--- config.mk ---
export PLATFORM = sky130hd
export DESIGN_NAME = ccu_top
export DESIGN_NICKNAME = d
export VERILOG_FILES = /design/src/ccu_pkg.sv /design/src/ccu_top.sv
export SDC_FILE = /design/constraint.sdc
export NUM_CORES = 1
export LEC_CHECK = 0
export ABC_AREA = 1
export BUFFER_PORTS_ARGS = -buffer_cell sky130_fd_sc_hd__buf_2
export CAP_MARGIN = 20
export CORE_MARGIN = 5
export CORE_UTILIZATION = 54
export DETAILED_ROUTE_END_ITERATION = 7
export PLACE_DENSITY = 0.95
export SYNTH_ARGS = -nofsm -noshare
export SYNTH_HDL_FRONTEND = slang
export SYNTH_SLANG_ARGS = --single-unit
--- constraint.sdc ---
create_clock -name clock -period 4.18 [get_ports clock]
set_input_delay 0.418 -clock clock [delete_from_list [all_inputs] [get_ports clock]]
set_output_delay 0.418 -clock clock [all_outputs]
set_load 0.05 [all_outputs]
--- src/ccu_pkg.sv ---
// ==========================================
// Capture/compare unit constants and types
package ccu_pkg;
    // ==========================================
    // Register byte addresses
    localparam logic [7:0] ADDR_CTRL = 8'h00;
    localparam logic [7:0] ADDR_VLO = 8'h04;
    localparam logic [7:0] ADDR_VHI = 8'h08;
    localparam logic [7:0] ADDR_CFG = 8'h0c;
    localparam logic [7:0] ADDR_STAT = 8'h10;

    // Field positions
    localparam int CTRL_DUTY_HI = 5;
    localparam int CTRL_DUTY_LO = 4;
    localparam int CFG_TSEL = 0;
    localparam int CFG_RXTS = 1;
    localparam int STAT_FLAG = 0;
    localparam int STAT_PIN = 1;

    // Reset values
    localparam logic [5:0] CTRL_RST = 6'h00;
    localparam logic [1:0] CFG_RST = 2'h0;
    localparam logic [15:0] VALUE_RST = 16'h0000;

    // Mode select codes
    localparam logic [3:0] MODE_OFF = 4'h0;
    localparam logic [3:0] MODE_TOGGLE = 4'h2;
    localparam logic [3:0] MODE_CAPCAN = 4'h3;
    localparam logic [3:0] MODE_CAPFALL = 4'h4;
    localparam logic [3:0] MODE_CAPRISE = 4'h5;
    localparam logic [3:0] MODE_CAP4 = 4'h6;
    localparam logic [3:0] MODE_CAP16 = 4'h7;
    localparam logic [3:0] MODE_SETHI = 4'h8;
    localparam logic [3:0] MODE_SETLO = 4'h9;
    localparam logic [3:0] MODE_SWINT = 4'ha;
    localparam logic [3:0] MODE_SPECIAL = 4'hb;
    localparam logic [1:0] MODE_PWM_TOP = 2'h3;

    // Prescaler terminal counts
    localparam logic [3:0] PS4_LAST = 4'h3;
    localparam logic [3:0] PS16_LAST = 4'hf;

    // Bus responses
    localparam logic [1:0] RESP_OKAY = 2'h0;
    localparam logic [1:0] RESP_SLVERR = 2'h2;

    // Timer pair inputs
    typedef struct packed {
        logic [15:0] first;
        logic [15:0] second;
        logic firstWr;
        logic secondWr;
    } ccu_tmr_t;

    // Trigger outputs to timers and converter
    typedef struct packed {
        logic firstRst;
        logic secondRst;
        logic firstOvfMask;
        logic secondOvfMask;
        logic adcStart;
    } ccu_trg_t;
endpackage

--- src/ccu_top.sv ---
`timescale 1ns/1ps
// Function
// - Mode 0000 turns unit off, resets state
// - 0100-0111: fall, rise, 4th, 16th rise
// - Mode 0011 captures on CAN receive
// - 1000: pin low on entry, high on match
// - 1001: pin high on entry, low on match
// - 0010: toggle pin on each match
// - 1010: match sets flag, pin untouched
// - 1011: match fires special event trigger
// - 11xx PWM; duty LSBs in control 5-4
// - Capture copies selected 16-bit timer
// - Flag set by capture, software clears
// - New capture overwrites unread value
// - Prescaler cleared when off or not capturing
// - Prescaler switch keeps partial count
// - Timestamp enable selects CAN event source
// - Compare continuously, act on equality
// - Select bit picks first or second timer
// - Control written zero forces latch low
// - Edge detect uses actual pin level
// - Trigger reset does not flag overflow
// - Timer write beats trigger reset
module ccu_top
    import ccu_pkg::*;
(
    // Clock and reset
    input wire logic clock,
    input wire logic rstn,
    // AXI4-Lite write channels
    input wire logic [7:0] awaddr,
    input wire logic awvalid,
    output logic awready,
    input wire logic [31:0] wdata,
    input wire logic [3:0] wstrb,
    input wire logic wvalid,
    output logic wready,
    output logic [1:0] bresp,
    output logic bvalid,
    input wire logic bready,
    // AXI4-Lite read channels
    input wire logic [7:0] araddr,
    input wire logic arvalid,
    output logic arready,
    output logic [31:0] rdata,
    output logic [1:0] rresp,
    output logic rvalid,
    input wire logic rready,
    // Event sources
    input wire logic eventPin,
    input wire logic canRxEvt,
    input wire logic adcEnable,
    input wire ccu_tmr_t timers,
    // Unit outputs
    output logic compareOut,
    output logic ccFlag,
    output logic pwmMode,
    output logic [9:0] dutyValue,
    output ccu_trg_t trg
);
    // ==========================================
    // Register state
    logic [5:0] ctrl_r;
    logic [1:0] cfg_r;
    logic [15:0] value_r;
    logic flag_r;
    logic pin_r;
    logic [3:0] psCnt_r;
    logic pinMeta_r;
    logic pinSync_r;
    logic srcPrev_r;
    logic matchPrev_r;
    ccu_trg_t trg_r;

    // Bus state
    logic awHeld_r;
    logic [7:0] awAddr_r;
    logic wHeld_r;
    logic [31:0] wData_r;
    logic [3:0] wStrb_r;
    logic bvalid_r;
    logic [1:0] bresp_r;
    logic rvalid_r;
    logic [1:0] rresp_r;
    logic [31:0] rdata_r;

    // Decoded terms
    logic [3:0] mode;
    logic isCap, isCmp, isPwm;
    logic [15:0] timerVal;
    logic srcLvl, srcRise, srcFall;
    logic capEvt;
    logic match, matchEvt, specialEvt;
    logic doWrite;
    logic wrOk;
    logic wrCtrl, wrVlo, wrVhi, wrCfg, wrStat;

    // ==========================================
    // Mode decode
    assign mode = ctrl_r[3:0];
    assign isCap = (mode >= MODE_CAPCAN) && (mode <= MODE_CAP16);
    assign isCmp = (mode == MODE_TOGGLE) || (mode[3:2] == 2'h2);
    assign isPwm = (mode[3:2] == MODE_PWM_TOP);
    // Timer pair chosen by select bit
    assign timerVal = cfg_r[CFG_TSEL] ? timers.second : timers.first;

    // ==========================================
    // Event pin synchroniser, two stages
    always_ff @(posedge clock) begin
        if (!rstn) begin
            pinMeta_r <= 1'b0;
            pinSync_r <= 1'b0;
        end else begin
            pinMeta_r <= eventPin;
            pinSync_r <= pinMeta_r;
        end
    end

    // Event source select and edge detect
    always_comb begin
        if (cfg_r[CFG_RXTS] || (mode == MODE_CAPCAN)) begin
            srcLvl = canRxEvt;
        end else begin
            srcLvl = pinSync_r;
        end
    end

    always_ff @(posedge clock) begin
        if (!rstn) begin
            srcPrev_r <= 1'b0;
        end else begin
            srcPrev_r <= srcLvl;
        end
    end

    assign srcRise = srcLvl && !srcPrev_r;
    assign srcFall = !srcLvl && srcPrev_r;

    // ==========================================
    // Capture prescaler
    always_ff @(posedge clock) begin
        if (!rstn || !isCap) begin
            psCnt_r <= 4'h0;
        end else if (srcRise && (mode == MODE_CAP4)) begin
            psCnt_r <= (psCnt_r >= PS4_LAST) ? 4'h0 : psCnt_r + 4'h1;
        end else if (srcRise && (mode == MODE_CAP16)) begin
            psCnt_r <= (psCnt_r == PS16_LAST) ? 4'h0 : psCnt_r + 4'h1;
        end
    end

    // Capture event per mode
    always_comb begin
        case (mode)
            MODE_CAPCAN: capEvt = srcRise;
            MODE_CAPFALL: capEvt = srcFall;
            MODE_CAPRISE: capEvt = srcRise;
            MODE_CAP4: capEvt = srcRise && (psCnt_r >= PS4_LAST);
            MODE_CAP16: capEvt = srcRise && (psCnt_r == PS16_LAST);
            default: capEvt = 1'b0;
        endcase
    end

    // ==========================================
    // Compare match, one event per equality
    assign match = isCmp && (value_r == timerVal);
    assign matchEvt = match && !matchPrev_r;
    assign specialEvt = matchEvt && (mode == MODE_SPECIAL);

    always_ff @(posedge clock) begin
        if (!rstn || !isCmp) begin
            matchPrev_r <= 1'b0;
        end else begin
            matchPrev_r <= match;
        end
    end

    // ==========================================
    // Bus write path
    assign awready = !awHeld_r && !bvalid_r;
    assign wready = !wHeld_r && !bvalid_r;
    assign doWrite = awHeld_r && wHeld_r && !bvalid_r;
    assign wrOk = doWrite && wStrb_r[0];
    assign wrCtrl = wrOk && (awAddr_r == ADDR_CTRL);
    assign wrVlo = wrOk && (awAddr_r == ADDR_VLO);
    assign wrVhi = wrOk && (awAddr_r == ADDR_VHI);
    assign wrCfg = wrOk && (awAddr_r == ADDR_CFG);
    assign wrStat = wrOk && (awAddr_r == ADDR_STAT);

    // Address and data holding
    always_ff @(posedge clock) begin
        if (!rstn) begin
            awHeld_r <= 1'b0;
            awAddr_r <= 8'h00;
            wHeld_r <= 1'b0;
            wData_r <= 32'h00000000;
            wStrb_r <= 4'h0;
        end else if (doWrite) begin
            awHeld_r <= 1'b0;
            wHeld_r <= 1'b0;
        end else begin
            if (awvalid && awready) begin
                awHeld_r <= 1'b1;
                awAddr_r <= awaddr;
            end
            if (wvalid && wready) begin
                wHeld_r <= 1'b1;
                wData_r <= wdata;
                wStrb_r <= wstrb;
            end
        end
    end

    // Write response, error on unmapped address
    always_ff @(posedge clock) begin
        if (!rstn) begin
            bvalid_r <= 1'b0;
            bresp_r <= RESP_OKAY;
        end else if (doWrite) begin
            bvalid_r <= 1'b1;
            if (awAddr_r == ADDR_CTRL || awAddr_r == ADDR_VLO || awAddr_r == ADDR_VHI
                || awAddr_r == ADDR_CFG || awAddr_r == ADDR_STAT) begin
                bresp_r <= RESP_OKAY;
            end else begin
                bresp_r <= RESP_SLVERR;
            end
        end else if (bready) begin
            bvalid_r <= 1'b0;
        end
    end

    assign bvalid = bvalid_r;
    assign bresp = bresp_r;

    // ==========================================
    // Control and configuration registers
    always_ff @(posedge clock) begin
        if (!rstn) begin
            ctrl_r <= CTRL_RST;
            cfg_r <= CFG_RST;
        end else begin
            if (wrCtrl) begin
                ctrl_r <= wData_r[5:0];
            end
            if (wrCfg) begin
                cfg_r <= wData_r[1:0];
            end
        end
    end

    // Value register: capture beats software write
    always_ff @(posedge clock) begin
        if (!rstn) begin
            value_r <= VALUE_RST;
        end else if (capEvt) begin
            value_r <= timerVal;
        end else begin
            if (wrVlo) begin
                value_r[7:0] <= wData_r[7:0];
            end
            if (wrVhi && !isPwm) begin
                value_r[15:8] <= wData_r[7:0];
            end
        end
    end

    // Flag: set wins over software clear
    always_ff @(posedge clock) begin
        if (!rstn) begin
            flag_r <= 1'b0;
        end else if (capEvt || matchEvt) begin
            flag_r <= 1'b1;
        end else if (wrStat && wData_r[STAT_FLAG]) begin
            flag_r <= 1'b0;
        end
    end

    // ==========================================
    // Compare output latch
    always_ff @(posedge clock) begin
        if (!rstn) begin
            pin_r <= 1'b0;
        end else if (wrCtrl && (wData_r[7:0] == 8'h00)) begin
            pin_r <= 1'b0;
        end else if (wrCtrl && (wData_r[3:0] != mode)) begin
            case (wData_r[3:0])
                MODE_OFF: pin_r <= 1'b0;
                MODE_SETHI: pin_r <= 1'b0;
                MODE_SETLO: pin_r <= 1'b1;
                default: pin_r <= pin_r;
            endcase
        end else if (matchEvt) begin
            case (mode)
                MODE_SETHI: pin_r <= 1'b1;
                MODE_SETLO: pin_r <= 1'b0;
                MODE_TOGGLE: pin_r <= !pin_r;
                default: pin_r <= pin_r;
            endcase
        end
    end

    // ==========================================
    // Special event trigger outputs
    always_ff @(posedge clock) begin
        if (!rstn) begin
            trg_r <= '0;
        end else begin
            trg_r.firstRst <= specialEvt && !cfg_r[CFG_TSEL] && !timers.firstWr;
            trg_r.secondRst <= specialEvt && cfg_r[CFG_TSEL] && !timers.secondWr;
            trg_r.firstOvfMask <= specialEvt && !cfg_r[CFG_TSEL];
            trg_r.secondOvfMask <= specialEvt && cfg_r[CFG_TSEL];
            trg_r.adcStart <= specialEvt && adcEnable;
        end
    end

    assign trg = trg_r;
    assign compareOut = pin_r;
    assign ccFlag = flag_r;
    assign pwmMode = isPwm;
    assign dutyValue = {value_r[7:0], ctrl_r[CTRL_DUTY_HI:CTRL_DUTY_LO]};

    // ==========================================
    // Bus read path
    assign arready = !rvalid_r;

    always_ff @(posedge clock) begin
        if (!rstn) begin
            rvalid_r <= 1'b0;
            rresp_r <= RESP_OKAY;
            rdata_r <= 32'h00000000;
        end else if (arvalid && arready) begin
            rvalid_r <= 1'b1;
            rresp_r <= RESP_OKAY;
            if (araddr == ADDR_CTRL) begin
                rdata_r <= {26'h0, ctrl_r};
            end else if (araddr == ADDR_VLO) begin
                rdata_r <= {24'h000000, value_r[7:0]};
            end else if (araddr == ADDR_VHI) begin
                rdata_r <= {24'h000000, value_r[15:8]};
            end else if (araddr == ADDR_CFG) begin
                rdata_r <= {30'h0, cfg_r};
            end else if (araddr == ADDR_STAT) begin
                rdata_r <= {30'h0, pin_r, flag_r};
            end else begin
                rdata_r <= 32'h00000000;
                rresp_r <= RESP_SLVERR;
            end
        end else if (rready) begin
            rvalid_r <= 1'b0;
        end
    end

    assign rvalid = rvalid_r;
    assign rresp = rresp_r;
    assign rdata = rdata_r;
endmodule

# Yosys cells after proc, flatten, opt, wreduce, memory -nomap -nowiden
# Index checks and enable logic that the tools add are counted.
[totals]
regBits = 96
inputBits = 96
out_inout_bits = 59
word_cells = 163
[classes]
addsub = 1
n_lt_le_gt_ge = 3
n_eq_ne = 25
mux = 31
n_bitwise = 2
reduce_logical = 75
[op_table]
columns = ["op", "n"]
rows = [
  ["8-bit 2-to-1 mux", 5],
  ["8-bit by 4-bit equality test with 1-bit output (second input constant)", 4],
  ["1-bit logical AND", 32],
  ["16-bit 2-to-1 mux", 2],
  ["4-bit equality test (second input constant)", 6],
  ["8-bit zero test", 3],
  ["16-bit equality test", 1],
  ["4-bit by 3-bit equality test with 1-bit output (second input constant)", 4],
  ["8-bit by 3-bit equality test with 1-bit output (second input constant)", 2],
  ["8-bit by 5-bit equality test with 1-bit output (second input constant)", 2],
  ["2-bit 2-to-1 mux", 8],
  ["4-bit 2-to-1 mux", 4],
  ["1-bit zero test", 15],
  ["2-bit nonzero test", 7],
  ["1-bit logical OR", 9],
  ["1-bit 2-to-1 mux", 9],
  ["4-bit by 2-bit equality test with 1-bit output (second input constant)", 2],
  ["4-bit by 2-bit >= comparator with 1-bit output (second input constant)", 2],
  ["2-bit OR reduction", 4],
  ["4-bit by 1-bit adder with 4-bit output (second input constant)", 1],
  ["2-bit equality test (second input constant)", 2],
  ["4-bit by 3-bit less-or-equal comparator with 1-bit output (second input constant)", 1],
  ["4-bit zero test", 1],
  ["4-bit != test", 1],
  ["other kinds (8)", 10],
]

# Depth between registers and ports, before layout
# Gate-level depths: netlist of run 1.
[depth]
ltp_word = 8
depth_mapped = 17
ltp_nobuf = 15

# Least setup slack after synthesis of run 1
# No wires, ideal clock.
[synth_path]
path_type = "register to register"
startpoint = "reg bvalid_r (netlist: bvalid)"
endpoint = "reg awAddr_r[6]"
arrival_time_ns = 1.895
required_ns = 4.053
path_slack_ns = 2.158
path_stages_with_launch = 6
n_path_buf = 1
synth_period_minus_slack_ns = 2.022
path_cell_list = "dfxtp_1 > nor2_1 > nand2_1 > clkbuf_1 > o21ai_0 > a21oi_1"
[synth_via]
elab_chain_len = 4
word_cells_on_any_way = 6
classes_between = "bitwise (1); reduce/logical (5)"
[synth_rtl]
columns = ["item", "line", "source"]
rows = [
  ["start, declared", "ccu_top.sv:81", "logic bvalid_r;"],
  ["start signal, assigned", "ccu_top.sv:216", "bvalid_r <= 1'b0;"],
  ["start signal, assigned", "ccu_top.sv:219", "bvalid_r <= 1'b1;"],
  ["start signal, assigned", "ccu_top.sv:227", "bvalid_r <= 1'b0;"],
  ["1-bit zero test", "ccu_top.sv:179", "assign awready = !awHeld_r && !bvalid_r;"],
  ["1-bit logical AND", "ccu_top.sv:179", ""],
  ["via awready", "ccu_top.sv:33", "output logic awready,"],
  ["1-bit logical AND", "ccu_top.sv:201", "if (awvalid && awready) begin"],
  ["2-bit AND reduction (no line)", "--", ""],
  ["end signal, assigned", "ccu_top.sv:203", "awAddr_r <= awaddr;"],
  ["end, declared", "ccu_top.sv:77", "logic [7:0] awAddr_r;"],
]
# The timed path passes the listed nets, and every way through them passes these cells.
# A chain may end at the register's enable or synchronous reset.

# Final worst setup path of run 1
[layout_path]
startpoint = "reg cfg_r[0]"
endpoint = "reg trg_r, in the netlist trg[4]"
[layout_via]
elab_chain_len = 7
word_cells_on_any_way = 8
classes_between = "eq/ne (1); mux (1); reduce/logical (6)"
[layout_rtl]
columns = ["item", "line", "source"]
rows = [
  ["start, declared", "ccu_top.sv:64", "logic [1:0] cfg_r;"],
  ["start signal, assigned", "ccu_top.sv:245", "cfg_r <= wData_r[1:0];"],
  ["16-bit 2-to-1 mux", "ccu_top.sv:105", "assign timerVal = cfg_r[CFG_TSEL] ? timers.second : timers.first;"],
  ["16-bit equality test", "ccu_top.sv:165", "assign match = isCmp && (value_r == timerVal);"],
  ["1-bit logical AND", "ccu_top.sv:165", ""],
  ["1-bit logical AND", "ccu_top.sv:166", "assign matchEvt = match && !matchPrev_r;"],
  ["1-bit logical AND", "ccu_top.sv:167", "assign specialEvt = matchEvt && (mode == MODE_SPECIAL);"],
  ["1-bit logical AND (*) (2 in series)", "ccu_top.sv:307", "trg_r.firstRst <= specialEvt && !cfg_r[CFG_TSEL] && !timers.firstWr;"],
  ["end, declared", "ccu_top.sv:73", "ccu_trg_t trg_r;"],
]
# Mark *: on every way between the ends. The rest lies on a longest branch, timed or not.

==> results of run 1 <==
[power breakdown]
group          total, mW  internal, mW  switching, mW
registers          0.717         0.692         0.0251
clock network      0.519         0.240          0.279
logic              0.247        0.0667          0.180
total               1.48         0.998          0.484
[sequential cells by signal, summed over array words and instances (netlist names), 2 cells and up]
name and cells:
value_r 16, awAddr_r 8, wData_r 8, trg 5
ctrl_r 6, cfg_r 2, rdata 8, psCnt_r 4
[layout make-up]
class	instances	area (µm²)	share of cell area
clock buffer	10	137.6	0.02911
clock inverter	6	50.05	0.01058
inverter	101	384.1	0.08124
multi-input combinational	448	2122	0.4488
sequential	70	1401	0.2964
tap	102	127.6	0.02699
timing repair buffer	101	505.5	0.1069
[placed cells by master (no fill, tap or decap), drive strengths merged, types with 3 or more instances in the layout]
cell     synthesis  layout
a211oi           3       3
o21ai           38      38
buf             50     101
nand3           54      54
dfxtp           70      70
o22ai            3       3
inv            101     105
conb             1      26
nand4           39      39
o2111ai          3       3
nor3            12      12
nand3b           4       4
clkbuf          10      10
nand2          155     155
a21oi           31      31
nor2            64      64
[path summary, 6_finish.rpt]
kind,from,end,slack (ns)
setup / recovery,cfg_r[0],trg[4],1.58
hold / removal,timers[0],trg[3],0.23
setup reg to reg,cfg_r[0],trg[4],1.58
hold reg to reg,awAddr_r[6],awAddr_r[6],0.46
[worst register-to-register path: stages (launching register included)]
cell and delay, ns:
dfxtp_1 1.04, inv_6 0.22, nand2_1 0.18, nand3_1 0.09, nand2_1 0.08, nand2_1 0.06
nor2_1 0.08, nand3_1 0.15, nor2_2 0.16, nand2_1 0.09, or2_4 0.27, nor3_2 0.11
[routing by layer]
layer	GRT usage	part of all wire	vias up
met4	0.07563	0.026	0
met5	0	0	-
met1	0.2889	0.43	1872
met2	0.3443	0.45	208
li1	-	-	2207
met3	0.05803	0.096	27
[through the flow]
step,hold WS (ns),total power [mW],instances
after floorplan,0.3905,0.9261,679
after global placement,0.4348,0.9698,822
after detailed placement,0.4473,0.9754,822
after CTS,0.2162,1.489,838
after global routing,0.2153,1.548,838
final,0.2276,1.483,838
[cell families (layout without fill, tap and decap cells)]
kind of cell / count (synthesis) / count (layout) / share of synthesized area
other: 1 / 26 / 0.0008878
adder cells (fa/ha/maj): 1 / 1 / 0.002962
XOR/XNOR: 3 / 3 / 0.006222
flip-flops: 70 / 70 / 0.3318
AND/OR/NAND/NOR: 331 / 331 / 0.3560
AO/OA/AOI/OAI: 87 / 87 / 0.1140
buffers and inverters: 161 / 218 / 0.1881
==> PnR_summary.wiki, run 1 <==
{| class="wikitable"
! Metric !! Value
|-
| Result of the run || completed
|-
| Count of flip-flops with a built-in enable after synthesis || 0
|-
| Fraction of post-synthesis cell area in the top cell type by area || 0.3318
|-
| Number of global-route vias before repair || 3,814
|-
| Number of register bits inferred by synthesis || 70
|-
| Max stage delay cell, worst path || dfxtp_1
|-
| Final HPWL DP || 8037 µm
|-
| Maximum number of pins on one net before global-route repair || 52
|-
| I/O pin total || ~160
|-
| Worst Slack Setup Final || 1.582 ns
|-
| Worst endpoint required time || 4.45 ns
|-
| Detail Route Antenna Nets || 0
|-
| Final setup fails || 0
|-
| Drt initial violations || 316
|-
| Routability-driven placement congestion ratio || 0.9106
|-
| Count of input and output buffers || 101
|-
| Pins Over Slew Limit || 0
|-
| Number of vias per cell after detailed routing || ~5
|-
| Main flop type after synthesis || dfxtp_1
|-
| Maximum vdd ir drop || 250.2 µV
|-
| Post-synthesis to final-layout area growth || 11.94%
|-
| First-pass iteration count of the detailed router || 6
|-
| Number of buffer and inverter instances along the worst setup path || 1
|-
| Sort of element at the start of the critical path || flip-flop
|-
| Unrepaired setup endpoints after global routing || no
|-
| Cts repair resizes || 0
|-
| Share of flip-flops with an asynchronous set or reset after synthesis || 0
|-
| Critical path peak fanout || 25
|-
| PwrDens || 313.6 nW/µm²
|-
| Fraction of layout instances using a drive strength above 1 || 0.1834
|-
| Synthesized instance count || about 650
|-
| Final Cycle Share || 0.6216
|-
| Num CTS Buffers || 9
|-
| Crit-path max cell delay || 1.04 ns
|-
| MaxCap Viol Count || 0
|-
| Filler Cell Count || roughly 720
|-
| Core region area || 7687 µm²
|-
| Total routing usage reported by global routing || 0.2180
|-
| Leakage power figure || 2.462 nW
|-
| Clock Pin Slew Worst Setup and Hold Paths || 0.08 ns
|-
| Depth of the worst register-to-register path || 11
|-
| Library cell with the highest instance count after synthesis || nand2_1
|-
| Number of distinct standard cells referenced by the synthesized netlist || 40
|-
| Final nets || 828
|-
| Number of sinks handled by clock tree synthesis || 70
|-
| Placement Setup Slack || 1.602 ns
|-
| Cts-stage hold buffer count || 0
|-
| CP Data Arrival Time || 2.87 ns
|-
| Library cell used as clock root buffer || clkbuf_8
|-
| Number of H-tree levels || 3
|-
| Largest area contributor in the synthesized netlist || dfxtp_1
|-
| Total overflow reported by the global router || 0
|-
| Initial antenna violation count || 0
|-
| Transition time of the tightest slew-check pin || 1.073 ns
|-
| Most frequent cells after synthesis || nand2_1 (149), inv_1 (98), dfxtp_1 (70)
|-
| Setup Fix Bufs, Post-CTS || 0
|-
| Global-route wire length before repair || 17,390 µm
|-
| Worst-path cell chain || inv_6, nand2_1, nand3_1, nand2_1, nand2_1, nor2_1, nand3_1, nor2_2, nand2_1, or2_4, nor3_2
|-
| Worst-case headroom to the max-slew limit || 0.2836
|-
| Floorplan die area || slightly below 10,000 µm²
|-
| Synth warnings || 0
|-
| Most prevalent standard cell on the critical path || nand2_1
|-
| DRC violations left || 0
|-
| Diodes inserted || 0
|-
| Post-detailed-route wirelength per cell || 12.68 µm
|-
| Fin. Hold Viols || 0
|-
| CP Capture Type || flip-flop
|-
| Largest cells by area after synthesis || dfxtp_1 (33%), nand2_1 (13%), inv_1 (8.7%), buf_4 (6.8%), nand3_1 (6.3%)
|-
| Effective utilization at floorplan || 0.5495
|-
| DP Area || 4541 µm²
|-
| Setup_tns || 0 ns
|-
| Clock Latency Late Sink || 0.35 ns
|-
| Maximum frequency from static timing analysis || 384.9 MHz
|-
| Die Y-Extent || 98.45 µm
|-
| Worst hold path type || in2reg
|-
| Hold Path Cell Cnt || 2
|-
| Category of the critical setup timing path || reg2reg
|-
| Final design instance area without fill || 4728 µm²
|-
| Shortest clock period the worst path allows after layout || ~2.6 ns
|-
| Post-synthesis instance area || 4224 µm²
|-
| Number of placement rows || 32
|-
| Crit path depth || 11
|-
| Maximum root-to-sink buffer count || 2
|-
| Die Width || 98.45 µm
|-
| Post-Route Utilization || 0.6151
|-
| CTS tree || done
|-
| Kind of cell adding the most delay to the critical path || simple AND/OR/NAND/NOR gates
|-
| Avg Synthesized Cell Area || 6.459 µm²
|-
| Skew final || 0.006718 ns
|-
| Total detailed-routing wirelength || 10,630 µm
|-
| Total via count in the routed design || 4,314
|-
| Share of synthesized area occupied by flip-flops and latches || 0.3318
|}
No activity file was read; power rests on OpenSTA's default activity.
==> run 2, diff against run 1 <==
CORE_UTILIZATION = 45   (was 54)
PLACE_DENSITY = 0.87   (was 0.95)
clock period = 2.3 ns   (was 4.18 ns; I/O delays follow)
==> run 2 against run 1 <==
Against the previous run: via count barely moved; combinational power is 81% higher; non-clock buffer count up 11; power grew 94%; sequential share of layout area shrank 0.78 points; clock skew increased by 0.0065 ns; count of clock-buffer cells in the layout is the same; sequential cell count did not move.
==> PnR_summary.wiki, run 2 (same netlist as run 1, synthesis figures left out) <==
{| class="wikitable"
! Metric !! Value
|-
| Result of the run || completed
|-
| Final Cycle Share || 0.8664
|-
| Cts-stage hold buffer count || 0
|-
| Final setup fails || 0
|-
| Post-detailed-route wirelength per cell || 12.94 µm
|-
| Maximum root-to-sink buffer count || 2
|-
| First-pass iteration count of the detailed router || 5
|-
| Total power || 2.881 mW
|-
| Drt initial violations || 299
|-
| Total via count in the routed design || 4,317
|-
| Clock Pin Slew Worst Setup and Hold Paths || 0.07 ns
|-
| Fin. Hold Viols || 0
|-
| Routing usage on met2 || 0.3215
|-
| GR peak layer || met2
|-
| Post-synthesis to final-layout area growth || 14.96%
|-
| Leakage power figure || 2.531 nW
|-
| Number of global-route vias before repair || slightly below 4k
|-
| Number of vias per cell after detailed routing || 5.037
|-
| Number of sinks handled by clock tree synthesis || 70
|-
| Total overflow reported by the global router || 0
|-
| Maximum number of pins on one net before global-route repair || 34
|-
| Total detailed-routing wirelength || ~11,000 µm
|-
| Depth of the worst register-to-register path || 12
|-
| Fraction of layout instances using a drive strength above 1 || 0.1944
|-
| CP Data Arrival Time || 2.28 ns
|-
| Worst hold path type || in2reg
|-
| Category of the critical setup timing path || reg2reg
|-
| Core region area || 9196 µm²
|-
| Critical path endpoint || trg[4]
|-
| Critical path peak fanout || 21
|-
| CTS tree || done
|-
| Reg-to-reg startpoint || cfg_r[0]
|-
| Maximum frequency from static timing analysis || 501.8 MHz
|-
| Setup_tns || 0 ns
|-
| Critical path origin || cfg_r[0]
|-
| Routability-driven placement congestion ratio || between 0.9 and 1
|-
| Worst endpoint required time || 2.59 ns
|-
| Register containing the most flip-flops in the final layout || value_r
|-
| Die Width || 106.9 µm
|-
| Global-route wire length before repair || 17,710 µm
|-
| Initial antenna violation count || 0
|-
| I/O pin total || 155
|-
| Maximum vdd ir drop || 398.1 µV
|-
| Met3 track demand over resource || 0.05418
|-
| Num CTS Buffers || 9
|-
| Skew final || ~0.013 ns
|-
| Final HPWL DP || approximately 8500 µm
|-
| Number of placement rows || 35
|-
| Diodes inserted || 0
|-
| Hold Path Cell Cnt || 2
|-
| Largest register FFs || 16
|-
| Effective utilization at floorplan || 0.4593
|-
| Shortest clock period the worst path allows after layout || ~2 ns
|-
| CP Capture Type || flip-flop
|-
| Most used cells in the layout excluding fill and tap cells || nand2_1 (149), buf_2 (101), inv_1 (98), dfxtp_1 (70), nor2_1 (60)
|-
| Routing usage on met1 || 0.2494
|-
| Reg-to-reg critical path endpoint || trg[4]
|-
| Library cell used as clock root buffer || clkbuf_8
|-
| Reg-to-reg slack, setup || a little over 0.3 ns
|-
| Sort of element at the start of the critical path || flip-flop
|-
| MaxCap Viol Count || 0
|-
| Clock Latency Late Sink || 0.37 ns
|-
| Cts repair resizes || 0
|-
| PwrDens || 593.3 nW/µm²
|-
| Detail Route Antenna Nets || 0
|-
| Floorplan die area || 11,420 µm²
|-
| Setup Fix Bufs, Post-CTS || 0
|-
| Unrepaired setup endpoints after global routing || no
|-
| Min-Delay Startpoint || timers[0]
|-
| Final nets || 839
|-
| Most frequent standard cell in the layout excluding fill and tap cells || nand2_1
|-
| Total routing usage reported by global routing || 0.1941
|-
| Count of input and output buffers || 101
|-
| DRC violations left || 0
|-
| Die Y-Extent || between 100 and 150 µm
|-
| Number of H-tree levels || 3
|-
| Pins Over Slew Limit || 0
|}
-- run 2: cell types whose count changed in the layout (fill, tap and decap cells not counted), sizes merged --
cell,before,now
buf,101,112
inv,105,101
bufinv,0,2
clkinv,0,1
-- run 2: report_power, final --
| group | internal [mW] | total, mW | switching (mW) |
|---|---|---|---|
| clock | 0.636 | 1.13 | 0.494 |
| combinational | 0.124 | 0.448 | 0.325 |
| sequential | 1.26 | 1.30 | 0.0448 |
-- run 2: final cells by class --
class	count	area (µm²)
tap	111	138.9
sequential	70	1401
inverter	101	384.1
timing repair buffer	112	588.1
fill	918	4340
clock buffer	10	137.6
multi-input combinational	448	2122
clock inverter	5	83.83
-- run 2: how the worst min path moves through the flow --
stage,end,slack (ns)
after global placement,trg[3],0.41
after floorplan,trg[3],0.30
final,trg[3],0.03
after CTS,trg[3],0.01
after global routing,trg[3],0.01
after detailed placement,trg[3],0.40
-- run 2: worst max-delay path, cell delays in order (launching register included) --
cell and delay (ns):
dfxtp_1 0.39, buf_4 0.28, nand2_1 0.11, nand3_1 0.10, nand2_1 0.05, inv_1 0.05
nand2_1 0.04, nor2_1 0.12, nand3_1 0.15, nor2_2 0.16, nand2_1 0.09, or2_4 0.27
nor3_2 0.10
-- run 2: per-stage QoR --
stage                     area, µm²  utilization  hold slack, ns  instances  setup slack [ns]
after CTS                      4856       0.5280         0.01047        857            0.3166
after floorplan                4318            -          0.3009        679            0.2783
after global routing           4856       0.5280         0.01245        857           0.03380
final                          4856       0.5280         0.02837        857            0.3073
after global placement         4634       0.5039          0.4051        842            0.3528
after detailed placement       4634       0.5039          0.4006        842            0.3488
-- run 2: metal layers --
metal	wire length [µm]	vias up
li1	-	2227
met1	4752	1895
met2	5120	183
met3	1095	12
met4	125	0
met5	0	-
